===== config.mk =====
export PLATFORM = sky130hd
export DESIGN_NAME = port_fgh_data
export DESIGN_NICKNAME = d
export VERILOG_FILES = /design/src/inc/port_fgh_pkg.sv /design/src/hw/port_fgh_data.sv
export VERILOG_INCLUDE_DIRS = /design/src /design/src/inc
export SDC_FILE = /design/constraint.sdc
export NUM_CORES = 1
export LEC_CHECK = 0
export BUFFER_PORTS_ARGS = -buffer_cell sky130_fd_sc_hd__buf_4
export CORE_AREA = 2 2 128 130
export CTS_CLUSTER_SIZE = 10
export DETAILED_ROUTE_END_ITERATION = 16
export DIE_AREA = 0 0 130 132
export GPL_TIMING_DRIVEN = 0
export PLACE_DENSITY = 0.52
export SYNTH_ARGS = -nofsm -noshare
export SYNTH_HDL_FRONTEND = slang
export SYNTH_SLANG_ARGS = --single-unit

===== constraint.sdc =====
create_clock -name ref_clk -period 5.1 [get_ports ref_clk]
set_input_delay 0.765 -clock ref_clk [delete_from_list [all_inputs] [get_ports ref_clk]]
set_output_delay 0.765 -clock ref_clk [all_outputs]
set_load 0.02 [all_outputs]

===== src/inc/port_fgh_regs.svh =====
`ifndef PORT_FGH_REGS_SVH
`define PORT_FGH_REGS_SVH

// register byte addresses (word registers, big-endian byte lanes)
`define PF_DATA_ADDR 32'hffff83a6
`define PG_DATA_ADDR 32'hffff83ae
`define PH_LVL_ADDR 32'hffff83b6

// reset values
`define PF_DATA_RST 16'hf000
`define PG_DATA_RST 16'h0000

// port f: writable field and read-only ones above it
`define PF_WR_MASK 16'h0fff
`define PF_RO_ONES 16'hf000

// widths
`define PF_PINS 12
`define PG_PINS 16
`define PH_PINS 16
`define BUS_PINS 37

// byte lane handling
`define LANE_BYTE_MASK 16'h00ff
`define LANE_SHIFT 8
`define READ_IDLE 16'h0000

`endif


===== src/inc/port_fgh_pkg.sv =====
package port_fgh_pkg;

  // one register bus request, all fields valid in the same cycle
  typedef struct packed {
    logic [31:0] addr;
    logic [15:0] wdata;
    logic wr;
    logic rd;
    logic byte_acc;
  } bus_req_t;

  // per-pin controls from the pin-function block
  typedef struct packed {
    logic [15:0] dir;
    logic [15:0] general;
  } pin_ctl_t;

  typedef enum logic [1:0] {
    SEL_NONE,
    SEL_F,
    SEL_G,
    SEL_H
  } reg_sel_t;

endpackage : port_fgh_pkg


===== src/hw/port_fgh_data.sv =====
`timescale 1ns/100ps
`default_nettype none
`include "port_fgh_regs.svh"

// Operation
// - f/g output pin with general function drives written data at once
// - f/g general output reads back the stored bit, not the pin
// - f/g general input reads the pin; writes only store
// - direction 0 with alternate function reads pin; write only stores
// - direction 1 with alternate function reads stored bit, no drive
// - port f register 16 bits, bits 15-12 read one, reset f000
// - port g register 16 bits all read/write, reset zero
// - f/g cleared by power-on reset and hardware standby only
// - any 8 or 16 bit access takes two bus cycles
// - port h register read-only; writes dropped, pins untouched
// - port h reads pin level, or one while channel is sampled
// - port h has no reset; it always follows the pins
// - output kill low floats general-output address and data pins
// - output kill acts combinationally, not tied to bus cycles
// - port f has 12 bidirectional pins with mode-dependent alternates
// - port g has 16 bidirectional pins shared with alternates
module port_fgh_data
  import port_fgh_pkg::*;
(
  input wire logic ref_clk,
  input wire logic sys_rst,
  input wire logic clk_en,
  input wire logic hw_standby,
  input wire bus_req_t bus_req,
  output logic [15:0] bus_rdata,
  input wire pin_ctl_t port_f_ctl,
  input wire pin_ctl_t port_g_ctl,
  input wire logic [`PF_PINS-1:0] port_f_pin_in,
  output logic [`PF_PINS-1:0] port_f_pin_out,
  output logic [`PF_PINS-1:0] port_f_pin_oe_n,
  input wire logic [`PG_PINS-1:0] port_g_pin_in,
  output logic [`PG_PINS-1:0] port_g_pin_out,
  output logic [`PG_PINS-1:0] port_g_pin_oe_n,
  input wire logic [`PH_PINS-1:0] port_h_pin_in,
  input wire logic [`PH_PINS-1:0] analog_input_channel,
  input wire logic bus_pin_output_kill_n,
  input wire logic [`BUS_PINS-1:0] bus_pin_gen_out,
  output logic [`BUS_PINS-1:0] bus_pin_oe_n
);

  function automatic logic addr_hit(input logic [31:0] a,
                                    input logic [31:0] base);
    addr_hit = (a[31:1] == base[31:1]);
  endfunction : addr_hit

  // even address is the upper byte lane
  function automatic logic [15:0] lane_merge(input logic [15:0] old,
                                             input bus_req_t r);
    logic [15:0] hi_mask;
    hi_mask = `LANE_BYTE_MASK << `LANE_SHIFT;
    if (!r.byte_acc) begin
      lane_merge = r.wdata;
    end else if (r.addr[0]) begin
      lane_merge = (old & hi_mask) | (r.wdata & `LANE_BYTE_MASK);
    end else begin
      lane_merge = (old & `LANE_BYTE_MASK) |
                   ((r.wdata & `LANE_BYTE_MASK) << `LANE_SHIFT);
    end
  endfunction : lane_merge

  function automatic logic [15:0] lane_pick(input logic [15:0] v,
                                            input bus_req_t r);
    if (!r.byte_acc) begin
      lane_pick = v;
    end else if (r.addr[0]) begin
      lane_pick = v & `LANE_BYTE_MASK;
    end else begin
      lane_pick = v >> `LANE_SHIFT;
    end
  endfunction : lane_pick

  logic [15:0] pf_reg;
  logic [15:0] pf_next;
  logic [15:0] pg_reg;
  logic [15:0] pg_next;
  logic [15:0] rdata_reg;
  logic [15:0] rdata_next;
  logic [`PF_PINS-1:0] pf_oe_n_reg;
  logic [`PG_PINS-1:0] pg_oe_n_reg;

  // address decode
  wire logic hit_f = addr_hit(bus_req.addr, `PF_DATA_ADDR);
  wire logic hit_g = addr_hit(bus_req.addr, `PG_DATA_ADDR);
  wire logic hit_h = addr_hit(bus_req.addr, `PH_LVL_ADDR);
  wire reg_sel_t sel = hit_f ? SEL_F : hit_g ? SEL_G :
                       hit_h ? SEL_H : SEL_NONE;
  wire logic wr_f = bus_req.wr && (sel == SEL_F);
  wire logic wr_g = bus_req.wr && (sel == SEL_G);
  wire logic wr_h = bus_req.wr && (sel == SEL_H);
  wire logic rd_any = bus_req.rd;
  wire logic init_now = sys_rst || hw_standby;

  // per-pin control slices from the pin-function block
  wire logic [`PF_PINS-1:0] pf_dir = port_f_ctl.dir[`PF_PINS-1:0];
  wire logic [`PF_PINS-1:0] pf_gen = port_f_ctl.general[`PF_PINS-1:0];
  wire logic [`PG_PINS-1:0] pg_dir = port_g_ctl.dir;
  wire logic [`PG_PINS-1:0] pg_gen = port_g_ctl.general;

  // readback: direction 1 shows the stored bit, direction 0 the pin
  wire logic [`PF_PINS-1:0] pf_view_lo =
    (pf_dir & pf_reg[`PF_PINS-1:0]) |
    (~pf_dir & port_f_pin_in);
  wire logic [15:0] pf_view =
    `PF_RO_ONES | {4'h0, pf_view_lo};
  wire logic [15:0] pg_view =
    (pg_dir & pg_reg) | (~pg_dir & port_g_pin_in);
  // sampling forces ones; no storage, so no reset value exists
  wire logic [15:0] ph_view =
    port_h_pin_in | analog_input_channel;

  wire logic [15:0] sel_view =
    (sel == SEL_F) ? pf_view :
    (sel == SEL_G) ? pg_view :
    (sel == SEL_H) ? ph_view : `READ_IDLE;

  // stored bits follow every write, whatever the pin function
  assign pf_next = wr_f ?
    ((lane_merge(pf_reg, bus_req) & `PF_WR_MASK) | `PF_RO_ONES) :
    pf_reg;
  assign pg_next = wr_g ? lane_merge(pg_reg, bus_req) : pg_reg;
  // data stands only in the cycle after the strobe
  assign rdata_next = rd_any ?
    lane_pick(sel_view, bus_req) : `READ_IDLE;

  // a pin drives only when output and general function both hold
  wire logic [`PF_PINS-1:0] pf_oe_n_next =
    ~(pf_dir & pf_gen);
  wire logic [`PG_PINS-1:0] pg_oe_n_next =
    ~(pg_dir & pg_gen);

  // watchdog reset and the soft standby/sleep states never reach here,
  // so contents survive them
  always_ff @(posedge ref_clk) begin
    if (init_now) begin
      pf_reg <= `PF_DATA_RST;
      pg_reg <= `PG_DATA_RST;
    end else if (clk_en) begin
      pf_reg <= pf_next;
      pg_reg <= pg_next;
    end
  end

  always_ff @(posedge ref_clk) begin
    if (sys_rst) begin
      rdata_reg <= `READ_IDLE;
      pf_oe_n_reg <= '1;
      pg_oe_n_reg <= '1;
    end else if (clk_en) begin
      rdata_reg <= rdata_next;
      pf_oe_n_reg <= pf_oe_n_next;
      pg_oe_n_reg <= pg_oe_n_next;
    end
  end

  assign bus_rdata = rdata_reg;
  // the data register itself feeds the pins, so a write shows next edge
  assign port_f_pin_out = pf_reg[`PF_PINS-1:0];
  assign port_g_pin_out = pg_reg;
  assign port_f_pin_oe_n = pf_oe_n_reg;
  assign port_g_pin_oe_n = pg_oe_n_reg;

  // the kill path must not wait for a clock edge, so it is the one output
  // that is not registered
  assign bus_pin_oe_n =
    ~(bus_pin_gen_out & {`BUS_PINS{bus_pin_output_kill_n}});
endmodule : port_fgh_data

`default_nettype wire


==> metrics.txt <==
Starting Density=0.241; number of synthesized flops with an enable pin=0; initial antenna violation count=0; crit-path max FO=10; chip width=130 um; vias in the first global route=4795; number of buffers added on ports=313; CP max-delay cell=or4b_4; io pins=326; postcts setup bufs=0; crit start category=primary input; Clock Skew=0.00461 ns; FP Rows=46; antenna-violating nets left=0; Worst Path Arrival=2.84 ns; count of final hold-check violations=0; Final setup violation count=0; register area share after synthesis=0.381; placeable core area=15700 um2; status=completed; Sequential Power Share=0.371; clock share of power=0.417; flops & latches, synth=72; library cells used by synthesis=36; Pleak=3.24 nW; R2R depth=4; Post-Syn Area=3790 um2; Critical Path, Cell by Cell=buf_4 > or4b_4 > nor3_4 > nand4_1 > buf_2 > a221oi_1 > a211oi_1; RSZ-0062 raised after global routing=no; H-tree levels=3; Min-Delay Path Class=flip-flop to flip-flop; Slew headroom=0.526; Final #Nets=1006; clock tree sinks=72; number of buffers created by CTS=9; Area Overhead vs Synth=77.3%; final wirelength=19.1 mm; share of post-route cells with drive strength above 1=0.450; design area=6710 um2; period utilisation layout=0.517; clock root buffer=clkbuf_16; fin cells=1011; Async S/R FF share, synth=0; setup TNS=0 ns; clk_lat worst skew=0.34 ns; die height=132 um; die footprint=17200 um2; number of vias per cell=4.67; Logic pwr share=0.211; CTS Hold Bufs=0; # DRC=0; Reg clk slew, reported paths=0.06 ns; Place WS=2.10 ns; Worst-Margin Slew=0.706 ns; maximum clock frequency=379 MHz; Syn Inst Count=465; worst vdd ir=0.130 mV; CP peak stage delay=0.53 ns; initial drt markers=161; WHS Path Cells=2; PostCTS Resize Cnt=0; R2R setup slack=3.74 ns; CP Data Required Time=5.30 ns; most common cell after layout, fill and taps aside=buf_4; most frequent cells in the layout=buf_4, dfxtp_1, nor2_1; Mapped Avg Cell Area=8.14 um2; Final Hold Slack=0.455 ns; CTS tree=yes; total of max-cap violations=0; sw power=0.416 mW; Tmin final=2.64 ns; Int Pwr=1.14 mW; crit path kind=primary input to flip-flop; pwr dens=232 nW/um2; wire length of the first global-routing pass=27.3 mm; Detailed Place HPWL=16.1 mm; Cell Area, Placed=6410 um2; fin. max-slew vios=0; Mapped Nets=682; CP Capture Type=flip-flop; vias post-DR=4719; GRT Residual Overflow=0; GRT Total Usage=0.214; GP Congestion=0.828; Placed Instances=994; DRT Pass-1 Iters=4; largest net degree at the start of global routing=14; Post-synth top flop=dfxtp_1; Net Sw Frac=0.268; CTS max path bufs=2; Yosys warnings=0; final setup margin=2.46 ns; routed length per placed instance=18.9 um
[layer usage]
metal  global-route usage  up-vias  wire (um)
met5                    0        -          0
li1                     -     2295          -
met4               0.0544        0        218
met3               0.0410       14       1290
met1                0.231     2198       7270
met2                0.417      212      10300
[cell families after synthesis]
family / Yosys count / synth area share
and+or+nand+nor: 205 / 0.273
buffers and inverters: 34 / 0.0357
DFF: 72 / 0.381
AOI/OAI and AO/OA: 98 / 0.159
muxes: 56 / 0.152
[per-stage QoR]
step | utilization | total power [mW]
after floorplan | - | 0.710
after global placement | 0.408 | 0.918
after detailed placement | 0.408 | 0.921
after CTS | 0.427 | 1.57
after global routing | 0.427 | 1.61
final | 0.427 | 1.56
[final cells by class]
cell class | instances | area [um2]
inverters | 6 | 22.5
plain buffers | 28 | 113
well taps | 216 | 270
repair buffers | 313 | 2350
diodes | 1 | 2.50
clock buffers | 10 | 239
clock inverters | 6 | 65.1
flip-flops and latches | 72 | 1440
multi-input cells | 359 | 2210
fillers | 1679 | 9000
[cells in the mapped netlist (3+ instances only)]
library cell  count  area share
nand3_1          31       0.041
mux2i_1          44        0.12
mux2_2           12       0.036
o21ai_0          45       0.059
clkbuf_1         22       0.022
nand4_1           6      0.0099
o221ai_1          8       0.019
a22oi_1           4      0.0079
a21oi_1          18       0.024
buf_2             3      0.0040
a221oi_1          4      0.0093
nand2b_1         30       0.050
a32o_1            4       0.011
a211oi_1          4      0.0079
nor2_1           61       0.060
a22o_1            7       0.016
nor2b_1           5      0.0083
inv_1             6      0.0059
nand2_1          56       0.056
dfxtp_1          72        0.38
o21ai_1           4      0.0053
[worst max-delay path, delay by kind of cell]
family / cells / cell delay (ns)
AND/OR/NAND/NOR: 3 / 1.28
buffers and inverters: 2 / 0.42
AO/OA/AOI/OAI: 2 / 0.38
[power groups by stage]
stage	Combinational, mW	Clock (mW)	Sequential, mW
2_1_floorplan	0.109	0	0.601
3_3_place_gp	0.328	0	0.589
3_5_place_dp	0.331	0	0.590
4_1_cts	0.332	0.663	0.577
5_1_grt	0.354	0.679	0.578
6_report	0.329	0.649	0.577
[final timing paths]
check | start | endpoint
min reg2reg | bus_rdata[11] | bus_rdata[11]
min | bus_rdata[11] | bus_rdata[11]
max | bus_req[33] | port_g_pin_out[14]
max reg2reg | pf_reg[2] | bus_rdata[2]
Power figures use the tool's default switching activity.
